`config.mk`:
```
export PLATFORM = sky130hd
export DESIGN_NAME = fap_ctrl
export DESIGN_NICKNAME = d
export VERILOG_FILES = /design/src/logic/fap_pkg.sv /design/src/logic/fap_timer_if.sv /design/src/logic/fap_idle_timer.sv /design/src/logic/fap_ctrl.sv
export VERILOG_INCLUDE_DIRS = /design/src /design/src/logic
export SDC_FILE = /design/constraint.sdc
export NUM_CORES = 1
export LEC_CHECK = 0
export ABC_CLOCK_PERIOD_IN_PS = 4700
export BUFFER_PORTS_ARGS = -buffer_cell sky130_fd_sc_hd__buf_2
export CAP_MARGIN = 20
export CORE_UTILIZATION = 50
export CTS_CLUSTER_SIZE = 25
export DETAILED_ROUTE_END_ITERATION = 10
export GPL_TIMING_DRIVEN = 0
export HOLD_SLACK_MARGIN = 0.05
export PLACE_DENSITY = 0.78
export SYNTH_ARGS = -nofsm -noshare
export SYNTH_HDL_FRONTEND = slang
export SYNTH_SLANG_ARGS = --single-unit
```
`constraint.sdc`:
```
create_clock -name CLK_IN -period 4.7 [get_ports CLK_IN]
set_input_delay 0.47 -clock CLK_IN [delete_from_list [all_inputs] [get_ports CLK_IN]]
set_output_delay 0.47 -clock CLK_IN [all_outputs]
set_load 0.02 [all_outputs]
```
`src/logic/fap_params.svh`:
```
// constants of the floppy auto powerdown block
`ifndef FAP_PARAMS_SVH
`define FAP_PARAMS_SVH

// ==========================================================
// register indices (byte address is four times the index)
`define FAP_IDX_SRA     4'h0
`define FAP_IDX_SRB     4'h1
`define FAP_IDX_DOR     4'h2
`define FAP_IDX_DSR     4'h4
`define FAP_IDX_DATA    4'h5
`define FAP_IDX_DIR     4'h7
`define FAP_IDX_APC     4'h8
`define FAP_IDX_MODE    4'h9
`define FAP_IDX_PSTAT   4'hA

// ==========================================================
// field positions
`define FAP_DOR_DSEL_BIT   0
`define FAP_DOR_NRST_BIT   2
`define FAP_DOR_MOT_LO     4
`define FAP_DOR_MOT_HI     7
`define FAP_DSR_SWRST_BIT  7
`define FAP_DSR_PD_BIT     6
`define FAP_APC_EN_BIT     0
`define FAP_MODE_SHUT_BIT  5

// ==========================================================
// reset values and idle status
`define FAP_DOR_RESET   8'h00
`define FAP_DSR_RESET   8'h02
`define FAP_CCR_RESET   8'h02
`define FAP_APC_RESET   8'h00
`define FAP_MODE_RESET  8'h00
`define FAP_MSR_IDLE    8'h80

// ==========================================================
// timing
`define FAP_CLK_MHZ      125
`define FAP_APD_TIME_MS  10
`define FAP_APD_CYCLES   (`FAP_APD_TIME_MS * 1000 * `FAP_CLK_MHZ)
`define FAP_TMR_W        21

`endif

```
`src/logic/fap_pkg.sv`:
```
// types of the floppy auto powerdown block
`include "fap_params.svh"

package fap_pkg;

  // ==========================================================
  // timer state
  typedef struct packed {
    logic [`FAP_TMR_W-1:0] count;
    logic                  expired;
  } fap_tmr_t;

  // ==========================================================
  // controller state
  typedef struct packed {
    logic [7:0] digital_output_reg;
    logic [7:0] dsr;
    logic [7:0] ccr;
    logic [7:0] apc;
    logic [7:0] mode;
    logic       pd;
    logic [7:0] prdata;
    logic       pready;
    logic       pslverr;
    logic       core_reset;
    logic [7:0] data_wr;
    logic       data_wr_stb;
    logic       data_rd_stb;
    logic       boost;
    logic [1:0] motor_n;
    logic [1:0] dsel_n;
    logic       wdata_n;
    logic       write_gate;
    logic       drv_oe_n;
    logic       dir_n;
    logic       step_n;
    logic       head_n;
    logic [1:0] dens;
    logic       drive_power_off_out;
    logic       dchg_s1;
    logic       dchg_s2;
  } fap_ctl_t;

endpackage : fap_pkg

```
`src/logic/fap_timer_if.sv`:
```
// carrier between the controller and its idle timer
interface fap_timer_if;
  logic restart;
  logic expired;

  modport ctrl  (output restart, input  expired);
  modport timer (input  restart, output expired);
endinterface : fap_timer_if

```
`src/logic/fap_idle_timer.sv`:
```
// auto powerdown idle timer
`include "fap_params.svh"

module fap_idle_timer #(
  parameter logic [`FAP_TMR_W-1:0] CYCLES = `FAP_TMR_W'(`FAP_APD_CYCLES)
) (
  input wire logic     clk_in,
  input wire logic     resetn_in,
  fap_timer_if.timer   tmr
);

  fap_pkg::fap_tmr_t st;
  fap_pkg::fap_tmr_t next_st;

  // ==========================================================
  // counter
  always_comb begin
    next_st = st;
    if (tmr.restart) begin
      next_st.count   = '0;
      next_st.expired = 1'b0;
    end else if (!st.expired) begin
      next_st.count = st.count + `FAP_TMR_W'(1);
      if (st.count == CYCLES - `FAP_TMR_W'(1)) begin
        next_st.expired = 1'b1;
      end
    end
  end

  always_ff @(posedge clk_in) begin
    if (!resetn_in) begin
      st <= '0;
    end else begin
      st <= next_st;
    end
  end

  assign tmr.expired = st.expired;
endmodule : fap_idle_timer

```
`src/logic/fap_ctrl.sv`:
```
// floppy controller auto powerdown, register front end and drive pins
// Contract
// - auto powerdown only while enable bit set
// - all motor enable bits must be zero
// - status idle 80h and interrupt low
// - head unload timer must have expired
// - ten millisecond idle timer must run out
// - timer starts at enable; enter when all true
// - clearing enable cancels timer, blocks powerdown
// - rate register powerdown overrides auto mode; drive power off still follows auto pd while enabled
// - hardware or software reset wakes, resets
// - access wake keeps all state intact
// - motor enable write wakes; read does not
// - main status read wakes
// - data register read or write wakes
// - after wake, restart timer and retry
// - other registers served without waking
// - writes during powerdown stored, used later
// - access raises power only briefly
// - drive outputs disabled in powerdown
// - host bus stays active in powerdown
// - motor, select, write pins tristate; others driven
// - drive power: shutdown, else auto, else bit6
//
// Chosen here: register access over APB and the register addresses.
`include "fap_params.svh"

module fap_ctrl #(
  parameter logic [`FAP_TMR_W-1:0] APD_CYCLES = `FAP_TMR_W'(`FAP_APD_CYCLES)
) (
  input  wire logic        CLK_IN,
  input  wire logic        RESETN_IN,
  input  wire logic        PSEL_IN,
  input  wire logic        PENABLE_IN,
  input  wire logic        PWRITE_IN,
  input  wire logic [11:0] PADDR_IN,
  input  wire logic [31:0] PWDATA_IN,
  output logic      [31:0] PRDATA_OUT,
  output logic             PREADY_OUT,
  output logic             PSLVERR_OUT,
  input  wire logic [7:0]  MSR_IN,
  input  wire logic        CTRL_INT_IN,
  input  wire logic        HEAD_UNLOAD_DONE_IN,
  input  wire logic [7:0]  FIFO_RD_DATA_IN,
  input  wire logic        DISK_CHANGE_IN,
  input  wire logic        WRITE_DATA_N_IN,
  input  wire logic        WRITE_GATE_IN,
  input  wire logic        STEP_DIRECTION_N_IN,
  input  wire logic        STEP_PULSE_N_IN,
  input  wire logic        HEAD_SELECT_N_IN,
  input  wire logic [1:0]  DENSITY_SELECT_IN,
  output logic      [1:0]  MOTOR_ON_N_OUT,
  output logic      [1:0]  DRIVE_SELECT_N_OUT,
  output logic             WRITE_DATA_N_OUT,
  output logic             WRITE_GATE_OUT,
  output logic             DRIVE_OE_N_OUT,
  output logic             STEP_DIRECTION_N_OUT,
  output logic             STEP_PULSE_N_OUT,
  output logic             HEAD_SELECT_N_OUT,
  output logic      [1:0]  DENSITY_SELECT_OUT,
  output logic             DRIVE_POWER_OFF_OUT,
  output logic             CORE_POWER_DOWN_OUT,
  output logic             CORE_RESET_OUT,
  output logic             ACCESS_BOOST_OUT,
  output logic      [7:0]  DATA_WR_OUT,
  output logic             DATA_WR_STB_OUT,
  output logic             DATA_RD_STB_OUT,
  output logic      [1:0]  DATA_RATE_OUT
);

  fap_pkg::fap_ctl_t st;
  fap_pkg::fap_ctl_t next_st;
  fap_timer_if       tmr_if ();

  // ==========================================================
  // address decode, shared by setup and access phases
  function automatic logic [4:0] fap_decode(input logic [11:0] addr);
    logic [3:0] idx;
    logic       ok;
    idx = addr[5:2];
    ok  = 1'b0;
    if (addr[11:6] != 6'h00 || addr[1:0] != 2'h0) begin
      ok = 1'b0;
    end else if (idx == `FAP_IDX_SRA || idx == `FAP_IDX_SRB || idx == `FAP_IDX_DOR) begin
      ok = 1'b1;
    end else if (idx == `FAP_IDX_DSR || idx == `FAP_IDX_DATA || idx == `FAP_IDX_DIR) begin
      ok = 1'b1;
    end else if (idx == `FAP_IDX_APC || idx == `FAP_IDX_MODE || idx == `FAP_IDX_PSTAT) begin
      ok = 1'b1;
    end
    return {ok, idx};
  endfunction : fap_decode

  // ==========================================================
  // decode and events
  logic [4:0] dec_setup;
  logic [4:0] dec_acc;
  logic       setup;
  logic       acc;
  logic       wr;
  logic       rd;
  logic [7:0] wbyte;
  logic       apd_en;
  logic       dor_wr;
  logic       dsr_wr;
  logic       motor_wake;
  logic       dor_rst;
  logic       dsr_rst;
  logic       msr_rd;
  logic       data_acc;
  logic       wake;
  logic       conds;
  logic       dsr_pd;
  logic       off;
  logic       will_wake;

  assign dec_setup = fap_decode(PADDR_IN);
  assign dec_acc   = fap_decode(PADDR_IN);
  assign setup     = PSEL_IN && !PENABLE_IN;
  // bus side keeps answering in powerdown so wake accesses are seen
  assign acc       = PSEL_IN && PENABLE_IN && st.pready && dec_acc[4];
  assign wr        = acc && PWRITE_IN;
  assign rd        = acc && !PWRITE_IN;
  assign wbyte     = PWDATA_IN[7:0];
  assign apd_en    = st.apc[`FAP_APC_EN_BIT];
  assign dsr_pd    = st.dsr[`FAP_DSR_PD_BIT];
  assign dor_wr    = wr && dec_acc[3:0] == `FAP_IDX_DOR;
  assign dsr_wr    = wr && dec_acc[3:0] == `FAP_IDX_DSR;
  assign motor_wake = dor_wr && wbyte[`FAP_DOR_MOT_HI:`FAP_DOR_MOT_LO] != 4'h0;
  assign dor_rst   = dor_wr && !wbyte[`FAP_DOR_NRST_BIT];
  assign dsr_rst   = dsr_wr && wbyte[`FAP_DSR_SWRST_BIT];
  assign msr_rd    = rd && dec_acc[3:0] == `FAP_IDX_DSR;
  assign data_acc  = acc && dec_acc[3:0] == `FAP_IDX_DATA;
  assign wake      = motor_wake || dor_rst || dsr_rst || msr_rd || data_acc;

  // same wake events seen from the setup cycle on, so the boost skips waking accesses
  assign will_wake = dec_acc[4] && ((dec_acc[3:0] == `FAP_IDX_DOR && PWRITE_IN
                       && (wbyte[`FAP_DOR_MOT_HI:`FAP_DOR_MOT_LO] != 4'h0
                       || !wbyte[`FAP_DOR_NRST_BIT]))
                   || (dec_acc[3:0] == `FAP_IDX_DSR
                       && (!PWRITE_IN || wbyte[`FAP_DSR_SWRST_BIT]))
                   || dec_acc[3:0] == `FAP_IDX_DATA);

  assign conds = st.digital_output_reg[`FAP_DOR_MOT_HI:`FAP_DOR_MOT_LO] == 4'h0
              && MSR_IN == `FAP_MSR_IDLE && !CTRL_INT_IN
              && HEAD_UNLOAD_DONE_IN
              && tmr_if.expired
              && !dsr_pd;

  // timer runs from enable and from every wake; held while disabled
  assign tmr_if.restart = !apd_en || wake || dsr_pd;
  assign off = st.pd || dsr_pd;

  fap_idle_timer #(
    .CYCLES (APD_CYCLES)
  ) u_timer (
    .clk_in    (CLK_IN),
    .resetn_in (RESETN_IN),
    .tmr       (tmr_if)
  );

  // ==========================================================
  // next state
  always_comb begin
    next_st             = st;
    next_st.data_wr_stb = 1'b0;
    next_st.data_rd_stb = 1'b0;
    next_st.dchg_s1     = DISK_CHANGE_IN;
    next_st.dchg_s2     = st.dchg_s1;

    // apb answer: one access cycle after setup
    if (setup) begin
      next_st.pready  = 1'b1;
      next_st.pslverr = !dec_setup[4];
      next_st.prdata  = 8'h00;
      if (dec_setup[3:0] == `FAP_IDX_SRA) begin
        next_st.prdata = {CTRL_INT_IN, 7'h00};
      end else if (dec_setup[3:0] == `FAP_IDX_SRB) begin
        next_st.prdata = {2'h3, 4'h0, ~st.motor_n};
      end else if (dec_setup[3:0] == `FAP_IDX_DOR) begin
        next_st.prdata = st.digital_output_reg;
      end else if (dec_setup[3:0] == `FAP_IDX_DSR) begin
        next_st.prdata = MSR_IN;
      end else if (dec_setup[3:0] == `FAP_IDX_DATA) begin
        next_st.prdata = FIFO_RD_DATA_IN;
      end else if (dec_setup[3:0] == `FAP_IDX_DIR) begin
        next_st.prdata = {st.dchg_s2, 7'h00};
      end else if (dec_setup[3:0] == `FAP_IDX_APC) begin
        next_st.prdata = st.apc;
      end else if (dec_setup[3:0] == `FAP_IDX_MODE) begin
        next_st.prdata = st.mode;
      end else if (dec_setup[3:0] == `FAP_IDX_PSTAT) begin
        next_st.prdata = {5'h00, dsr_pd, tmr_if.expired, st.pd};
      end
    end else if (PSEL_IN && PENABLE_IN && st.pready) begin
      next_st.pready  = 1'b0;
      next_st.pslverr = 1'b0;
    end

    // register writes are kept whether or not the part is down
    if (dor_wr) begin
      next_st.digital_output_reg = wbyte;
    end
    if (dsr_wr) begin
      next_st.dsr = wbyte;
      next_st.dsr[`FAP_DSR_SWRST_BIT] = 1'b0;
    end
    if (dsr_rst) begin
      next_st.dsr = `FAP_DSR_RESET;
    end
    if (wr && dec_acc[3:0] == `FAP_IDX_DIR) begin
      next_st.ccr = wbyte;
    end
    if (wr && dec_acc[3:0] == `FAP_IDX_APC) begin
      next_st.apc = wbyte;
    end
    if (wr && dec_acc[3:0] == `FAP_IDX_MODE) begin
      next_st.mode = wbyte;
    end
    if (data_acc) begin
      next_st.data_wr_stb = PWRITE_IN;
      next_st.data_rd_stb = !PWRITE_IN;
      if (PWRITE_IN) begin
        next_st.data_wr = wbyte;
      end
    end
    next_st.core_reset = !next_st.digital_output_reg[`FAP_DOR_NRST_BIT] || dsr_rst;

    // powerdown flag; access wake touches nothing else
    if (!apd_en) begin
      next_st.pd = 1'b0;
    end else if (wake) begin
      next_st.pd = 1'b0;
    end else if (conds) begin
      next_st.pd = 1'b1;
    end

    // short power raise for accesses that leave the part down
    next_st.boost = st.pd && PSEL_IN && !will_wake;

    // drive pins: write path, motor and select float when down
    next_st.drv_oe_n = off;
    next_st.motor_n  = off ? 2'h3 : ~st.digital_output_reg[`FAP_DOR_MOT_LO+1:`FAP_DOR_MOT_LO];
    next_st.dsel_n   = off ? 2'h3 : {~st.digital_output_reg[`FAP_DOR_DSEL_BIT], st.digital_output_reg[`FAP_DOR_DSEL_BIT]};
    next_st.wdata_n  = off ? 1'b1 : WRITE_DATA_N_IN;
    next_st.write_gate    = off ? 1'b0 : WRITE_GATE_IN;
    next_st.dir_n    = STEP_DIRECTION_N_IN;
    next_st.step_n   = STEP_PULSE_N_IN;
    next_st.head_n   = HEAD_SELECT_N_IN;
    next_st.dens     = DENSITY_SELECT_IN;

    if (st.mode[`FAP_MODE_SHUT_BIT]) begin
      next_st.drive_power_off_out = 1'b1;
    end else if (apd_en) begin
      next_st.drive_power_off_out = st.pd;
    end else begin
      next_st.drive_power_off_out = dsr_pd;
    end
  end

  // ==========================================================
  // state register; hardware reset also ends any powerdown
  always_ff @(posedge CLK_IN) begin
    if (!RESETN_IN) begin
      st            <= '0;
      st.digital_output_reg        <= `FAP_DOR_RESET;
      st.dsr        <= `FAP_DSR_RESET;
      st.ccr        <= `FAP_CCR_RESET;
      st.apc        <= `FAP_APC_RESET;
      st.mode       <= `FAP_MODE_RESET;
      st.core_reset <= 1'b1;
      st.motor_n    <= 2'h3;
      st.dsel_n     <= 2'h3;
      st.wdata_n    <= 1'b1;
      st.dir_n      <= 1'b1;
      st.step_n     <= 1'b1;
      st.head_n     <= 1'b1;
    end else begin
      st <= next_st;
    end
  end

  // ==========================================================
  // outputs
  assign PRDATA_OUT           = {24'h000000, st.prdata};
  assign PREADY_OUT           = st.pready;
  assign PSLVERR_OUT          = st.pslverr;
  assign MOTOR_ON_N_OUT       = st.motor_n;
  assign DRIVE_SELECT_N_OUT   = st.dsel_n;
  assign WRITE_DATA_N_OUT     = st.wdata_n;
  assign WRITE_GATE_OUT       = st.write_gate;
  assign DRIVE_OE_N_OUT       = st.drv_oe_n;
  assign STEP_DIRECTION_N_OUT = st.dir_n;
  assign STEP_PULSE_N_OUT     = st.step_n;
  assign HEAD_SELECT_N_OUT    = st.head_n;
  assign DENSITY_SELECT_OUT   = st.dens;
  assign DRIVE_POWER_OFF_OUT  = st.drive_power_off_out;
  assign CORE_POWER_DOWN_OUT  = st.pd;
  assign CORE_RESET_OUT       = st.core_reset;
  assign ACCESS_BOOST_OUT     = st.boost;
  assign DATA_WR_OUT          = st.data_wr;
  assign DATA_WR_STB_OUT      = st.data_wr_stb;
  assign DATA_RD_STB_OUT      = st.data_rd_stb;
  assign DATA_RATE_OUT        = st.ccr[1:0];
endmodule : fap_ctrl

```
# Word-level counts from Yosys, hierarchy flattened
# Cells that the tools add are included.
dict set report totals {
  latchBits 0
  memories 0
  rom_bits 0
  wordCells 132
  ramBits 0
  reg_bits 93
  in_bits 75
}
dict set report classes {
  n_div 0
  shift 0
  reduce_logical 67
  multipliers 0
  n_lt_le_gt_ge 0
  eq_ne 10
  bitwise 5
  add_sub_neg 1
  n_mux 20
}
# op n
set op_table {}
lappend op_table {{two-way mux 8 bit} 8}
lappend op_table {{logical AND 1 bit} 27}
lappend op_table {{adder 21 x 1 -> 21 bit (second input constant)} 1}
lappend op_table {{== test 21 bit (second input constant)} 1}
lappend op_table {{logical OR 1 bit} 19}
lappend op_table {{== test 4 x 3 -> 1 bit (second input constant)} 3}
lappend op_table {{== test 4 bit (second input constant)} 3}
lappend op_table {{zero test 1 bit} 9}
lappend op_table {{== test 8 bit (second input constant)} 1}
lappend op_table {{zero test 4 bit} 2}
lappend op_table {{two-way mux 1 bit} 8}
lappend op_table {{two-way mux 3 bit} 2}
lappend op_table {{nonzero test 6 bit} 1}
lappend op_table {{OR reduction 2 bit} 3}
lappend op_table {{== test 4 x 1 -> 1 bit (second input constant)} 1}
lappend op_table {{== test 4 x 2 -> 1 bit (second input constant)} 1}
lappend op_table {{two-way mux 2 bit} 2}
lappend op_table {{inverter 2 bit} 2}
lappend op_table {{AND reduction 2 bit} 2}
lappend op_table {{nonzero test 2 bit} 2}
lappend op_table {{nonzero test 4 bit} 1}
lappend op_table {{inverter 1 bit} 3}
lappend op_table {{OR reduction 3 bit} 1}

# Logic depth before layout (Yosys ltp)
dict set report depth {
  word_depth 18
  mapped_depth 7
  ltp_nobuf 5
}

# By module
# From an unflattened synthesis, not the netlist that was laid out.
dict set report unflattened {
  cells_unflattened 503
  hier_area_um2 4394.2
}
# mod n_inst cells_per_inst area_each_um2
set modules_own_cells {}
lappend modules_own_cells {fap_ctrl 1 386 3364.5}
lappend modules_own_cells {fap_idle_timer 1 117 1029.7}

# Worst setup path before layout
# Ideal clock, no wire load.
dict set report synth_path {
  kind {input to register}
  startpoint {input port PADDR_IN[7]}
  endpoint {register st[72] (netlist bit)}
  setup_slack_ns 2.558
  stages 5
  path_buffers 1
  setup_ns 0.120
  arrival_time_ns 2.022
  path_cell_list {or4_1 -> buf_2 -> nor3_1 -> a21oi_1 -> or2_1}
}
dict set report synth_between {
  elab_chain_len 7
}
# item line_no
set synth_lines {}
lappend synth_lines {{start, declared} fap_ctrl.sv:36} ;# input wire logic [11:0] PADDR_IN,
lappend synth_lines {{nonzero test 6 bit} fap_ctrl.sv:82} ;# if (addr[11:6] != 6'h00 || addr[1:0] != 2'h0) begin
lappend synth_lines {{logical OR 1 bit} fap_ctrl.sv:82}
lappend synth_lines {{two-way mux 1 bit} fap_ctrl.sv:82}
lappend synth_lines {{logical AND 1 bit} fap_ctrl.sv:121} ;# assign acc = PSEL_IN && PENABLE_IN && st.pready && dec_acc[4];
lappend synth_lines {{logical AND 1 bit} fap_ctrl.sv:122} ;# assign wr = acc && PWRITE_IN;
lappend synth_lines {{logical AND 1 bit (no line)} -}
lappend synth_lines {{two-way mux 3 bit} fap_ctrl.sv:201} ;# if (dor_wr) begin
lappend synth_lines {{end signal, assigned} fap_ctrl.sv:279} ;# st <= next_st;
lappend synth_lines {{end, declared} fap_ctrl.sv:71} ;# fap_pkg::fap_ctl_t st;
# Every way passes these cells.
# A chain may end at the register's enable or synchronous reset.

# Worst setup path in the final report
dict set report layout_path {
  startpoint {input port PADDR_IN[5]}
  endpoint {register u_timer.st[1] (netlist bit)}
}
dict set report layout_between {
  elab_chain_len 18
  elab_cells_between_ends 36
}
# item line_no
set layout_lines {}
lappend layout_lines {{== test 4 bit (no line)} -}
lappend layout_lines {{logical OR 1 bit (no line) (2 in a row)} -}
lappend layout_lines {{two-way mux 1 bit} fap_ctrl.sv:88} ;# end else if (idx == `FAP_IDX_APC || idx == `FAP_IDX_MODE || idx == `FAP_IDX_PSTAT) begin
lappend layout_lines {{two-way mux 1 bit} fap_ctrl.sv:86} ;# end else if (idx == `FAP_IDX_DSR || idx == `FAP_IDX_DATA || idx == `FAP_IDX_DIR) begin
lappend layout_lines {{two-way mux 1 bit} fap_ctrl.sv:84} ;# end else if (idx == `FAP_IDX_SRA || idx == `FAP_IDX_SRB || idx == `FAP_IDX_DOR) begin
lappend layout_lines {{two-way mux 1 bit} fap_ctrl.sv:82}
lappend layout_lines {{logical AND 1 bit} fap_ctrl.sv:121}
lappend layout_lines {{logical AND 1 bit} fap_ctrl.sv:122}
lappend layout_lines {{logical AND 1 bit (no line)} -}
lappend layout_lines {{logical AND 1 bit, on equally long branches} {fap_ctrl.sv:129, fap_ctrl.sv:130}}
lappend layout_lines {{logical OR 1 bit (3 in a row)} fap_ctrl.sv:134} ;# assign wake = motor_wake || dor_rst || dsr_rst || msr_rd || data_acc;
lappend layout_lines {{logical OR 1 bit (*)} fap_ctrl.sv:134}
lappend layout_lines {{logical OR 1 bit (*) (2 in a row)} fap_ctrl.sv:151} ;# assign tmr_if.restart = !apd_en || wake || dsr_pd;
lappend layout_lines {{OR reduction 2 bit (no line) (*)} -}
lappend layout_lines {{end signal, assigned} fap_idle_timer.sv:34} ;# st <= next_st;
lappend layout_lines {{end, declared} fap_idle_timer.sv:12} ;# fap_pkg::fap_tmr_t st;
# Every way passes the cells marked *; elsewhere a longest branch is shown, timed or not.

==> results.yml <==
status:
  status: "completed"
final_layout:
  final.fill_count: 772
  nets: 709
  area_growth_pct: 19.3
  final_area_um2: 5330
  post-route-util_pct: 61.4
  layout-drive-gt1-share_pct: 27.0
  diodes: 0
  stdcell_count: 746
synth:
  synth-edff-count: 0
  synth_seq_cells: 87
  syn_avg_cell_area_um2: 8.73
  synth_cell_types: 60
  netlist_area_um2: 4470
  ys_warn_count: 0
  synthFlopType: "dfxtp_1"
  synth_seq_area_share_pct: 39.0
  synth_cells: 512
  synth_async_sr_flop_share_pct: 0
place:
  placed_area_um2: 5120
  post-place-cells: 730
  gp_congestion: 0.897
  numPortBuffers: 87
  dp_slack_ns: 2.04
  hpwl_mm: 9.04
worst_setup_path:
  worstSetupPathType: "in2reg"
  arrival_ns: 2.59
  required_ns: 4.94
  startpoint_type: "input pin"
  crit_fanout: 10
  crit_path_end_kind: "flip-flop"
floorplanning:
  die_y_um: 96.5
  io_pins: 137
  initial_utilization_pct: 51.5
  num_rows: 34
  die_w_um: 96.5
  die_area_um2: 9320
  core_area_um2: 8680
sta:
  relSlewSlack_pct: 49.8
  period_share_pct: 49.9
  setup_viol: 0
  period_needed_ns: 2.35
  fmaxAchievable_ghz: 0.426
  tightest_slew_ns: 0.748
  holdWs_ns: 0.283
  rsz0062_at_grt: "no"
  finalHoldViolCount: 0
  fin_ws_ns: 2.35
  fin_skew_ns: 0.0109
  maxSlewViolCount: 0
  tns_ns: 0
power_and_ir_drop:
  power_switching_mw: 0.386
  fin_total_pwr_mw: 1.44
  p_int_mw: 1.06
  p_per_area_nw_per_um2: 271
  p_leak_nw: 2.32
  ir_drop_mv: 0.164
  p_sw_share_pct: 26.7
  comb_power_share_pct: 10.9
  pwr-share-seq_pct: 51.7
  p_clk_share_pct: 37.4
cts:
  cts-buffers-inserted: 9
  cts.path.max_buffers: 2
  cts_setup_buffers: 0
  clock-root-buffer: "clkbuf_8"
  htreeDepth: 3
  cts.repair.resized: 0
  cts_sinks: 87
  clkLatencyLatePin_ns: 0.36
  clk_pin_slew_ns: 0.09
  cts_tree: "built"
  cts-hold-fix-buffers: 0
routing:
  avgViaCountPerCell: 5.53
  drtPass1Iterations: 5
  vias: 4125
  wl_mm: 11.9
  avgRoutedWirePerCell_um: 15.9
  drt_iter0_markers: 270
  route.detailed.drc: 0
  antenna_left: 0
job:
  maxCapViolCount: 0
grt:
  grt_first_pass_wirelength_mm: 17.9
  grt_pass1_vias: 3627
  overflow: 0
  globalRouteTotalUtil_pct: 25.5
  use_met1_pct: 33.4
  busiest_layer: "met2"
  grt_max_degree: 17
  antenna_found_initial: 0
  use_met3_pct: 3.91
  grt_use_met2_pct: 41.8
min_path:
  hold_class: "in2reg"
==> flip-flops by register name (all words and copies together), names as in the netlist, 2 cells and up <==
| name | count |
|---|---|
| u_timer.st | 21 |
| DATA_RATE_OUT | 2 |
| st | 24 |
| DENSITY_SELECT_OUT | 2 |
| DRIVE_SELECT_N_OUT | 2 |
| PRDATA_OUT | 8 |
| DATA_WR_OUT | 8 |
| MOTOR_ON_N_OUT | 2 |
==> layout make-up <==
type,count,area (um2),area share (%)
inverter,6,22.5,0.423
tap,108,135,2.54
buffer,81,505,9.48
timing repair buffer,87,435,8.17
clock buffer,10,128,2.39
clock inverter,6,77.6,1.46
multi-input combinational,361,2280,42.9
sequential,87,1740,32.7
==> final timing paths <==
kind,startpoint,endpoint,slack (ns),cells after the start
worst max-delay path,PADDR_IN[5],u_timer.st[1],2.35,7
worst min-delay path,STEP_DIRECTION_N_IN,STEP_DIRECTION_N_OUT,0.28,2
worst max register to register,u_timer.tmr.expired,u_timer.st[17],2.51,6
worst min register to register,next_st[0],st[0],0.45,1
==> Yosys cell counts, types with 3 or more instances <==
| master | number | area share (%) |
|---|---|---|
| buf_2 | 5 | 0.56 |
| clkbuf_1 | 24 | 2.0 |
| nand4_1 | 7 | 0.98 |
| nand3_1 | 19 | 2.1 |
| nand2b_1 | 8 | 1.1 |
| buf_4 | 48 | 8.1 |
| a21oi_1 | 23 | 2.6 |
| and3b_1 | 7 | 1.4 |
| nor3_1 | 23 | 2.6 |
| mux2i_1 | 31 | 6.9 |
| and3_1 | 4 | 0.56 |
| a22oi_1 | 8 | 1.3 |
| xor2_1 | 9 | 1.8 |
| or3_1 | 8 | 1.1 |
| nand2_1 | 51 | 4.3 |
| a31oi_1 | 4 | 0.56 |
| inv_1 | 6 | 0.50 |
| nor2_1 | 19 | 1.6 |
| dfxtp_1 | 87 | 39 |
| o31ai_1 | 5 | 0.84 |
| nor2b_1 | 8 | 1.1 |
| a211oi_1 | 12 | 2.0 |
| a211o_1 | 4 | 0.78 |
| xnor2_1 | 3 | 0.59 |
| and4_1 | 4 | 0.78 |
| o21ai_0 | 23 | 2.6 |
| nor4b_1 | 4 | 0.78 |
| and2_1 | 5 | 0.70 |
| or4b_2 | 3 | 0.67 |
| or4_1 | 6 | 1.0 |
| nor4_1 | 4 | 0.56 |
==> power by group through the flow <==
stage               logic, mW  registers (mW)  clock network (mW)
finish                  0.157           0.746               0.540
global route            0.169           0.748               0.584
floorplan              0.0959           0.767                   0
detailed placement      0.154           0.764                   0
global placement        0.153           0.763                   0
CTS                     0.154           0.746               0.547
==> worst max-delay path, cell delays in order <==
cell       delay, ns
buf_2           0.10
clkbuf_1        0.21
nor4b_2         0.69
a21oi_1         0.26
a2111oi_4       0.57
buf_6           0.22
nor3_1          0.07
==> cell families after synthesis <==
| logic type | after synthesis | synth area share, % |
|---|---|---|
| xor+xnor | 12 | 2.35 |
| mux | 33 | 7.45 |
| simple gates | 191 | 23.8 |
| fa+ha+maj | 1 | 0.280 |
| flops | 87 | 39.0 |
| compound gates | 100 | 15.2 |
| buf+inv | 87 | 11.8 |
| other cells | 1 | 0.0839 |
==> placed cells by master (no fill, tap or decap), types with 3 or more instances in the layout <==
master     n
clkbuf_8   9
xnor2_1    3
and4_1     4
or3_1      8
or4_1      6
a22oi_1    8
nor2_1    19
conb_1    24
a31oi_1    4
nor4b_1    4
nand3_1   19
xor2_1     9
buf_4     48
buf_2     92
o31ai_1    5
o21ai_0   23
nor4_1     4
nand2_1   51
and3_1     4
nor3_1    23
a21oi_1   23
inv_1      6
nand4_1    7
nor2b_1    8
nand2b_1   8
clkbuf_1  25
and3b_1    7
a211o_1    4
and2_1     5
dfxtp_1   87
or4b_2     3
mux2i_1   31
a211oi_1  12
==> routing by layer <==
layer	vias to the layer above	share of wire (%)	wire [um]
met5	-	0	0
met4	0	2.6	314
met3	26	7.0	830
met2	175	47	5580
met1	1911	43	5120
li1	2013	-	-
No activity file was read; power rests on OpenSTA's default activity.
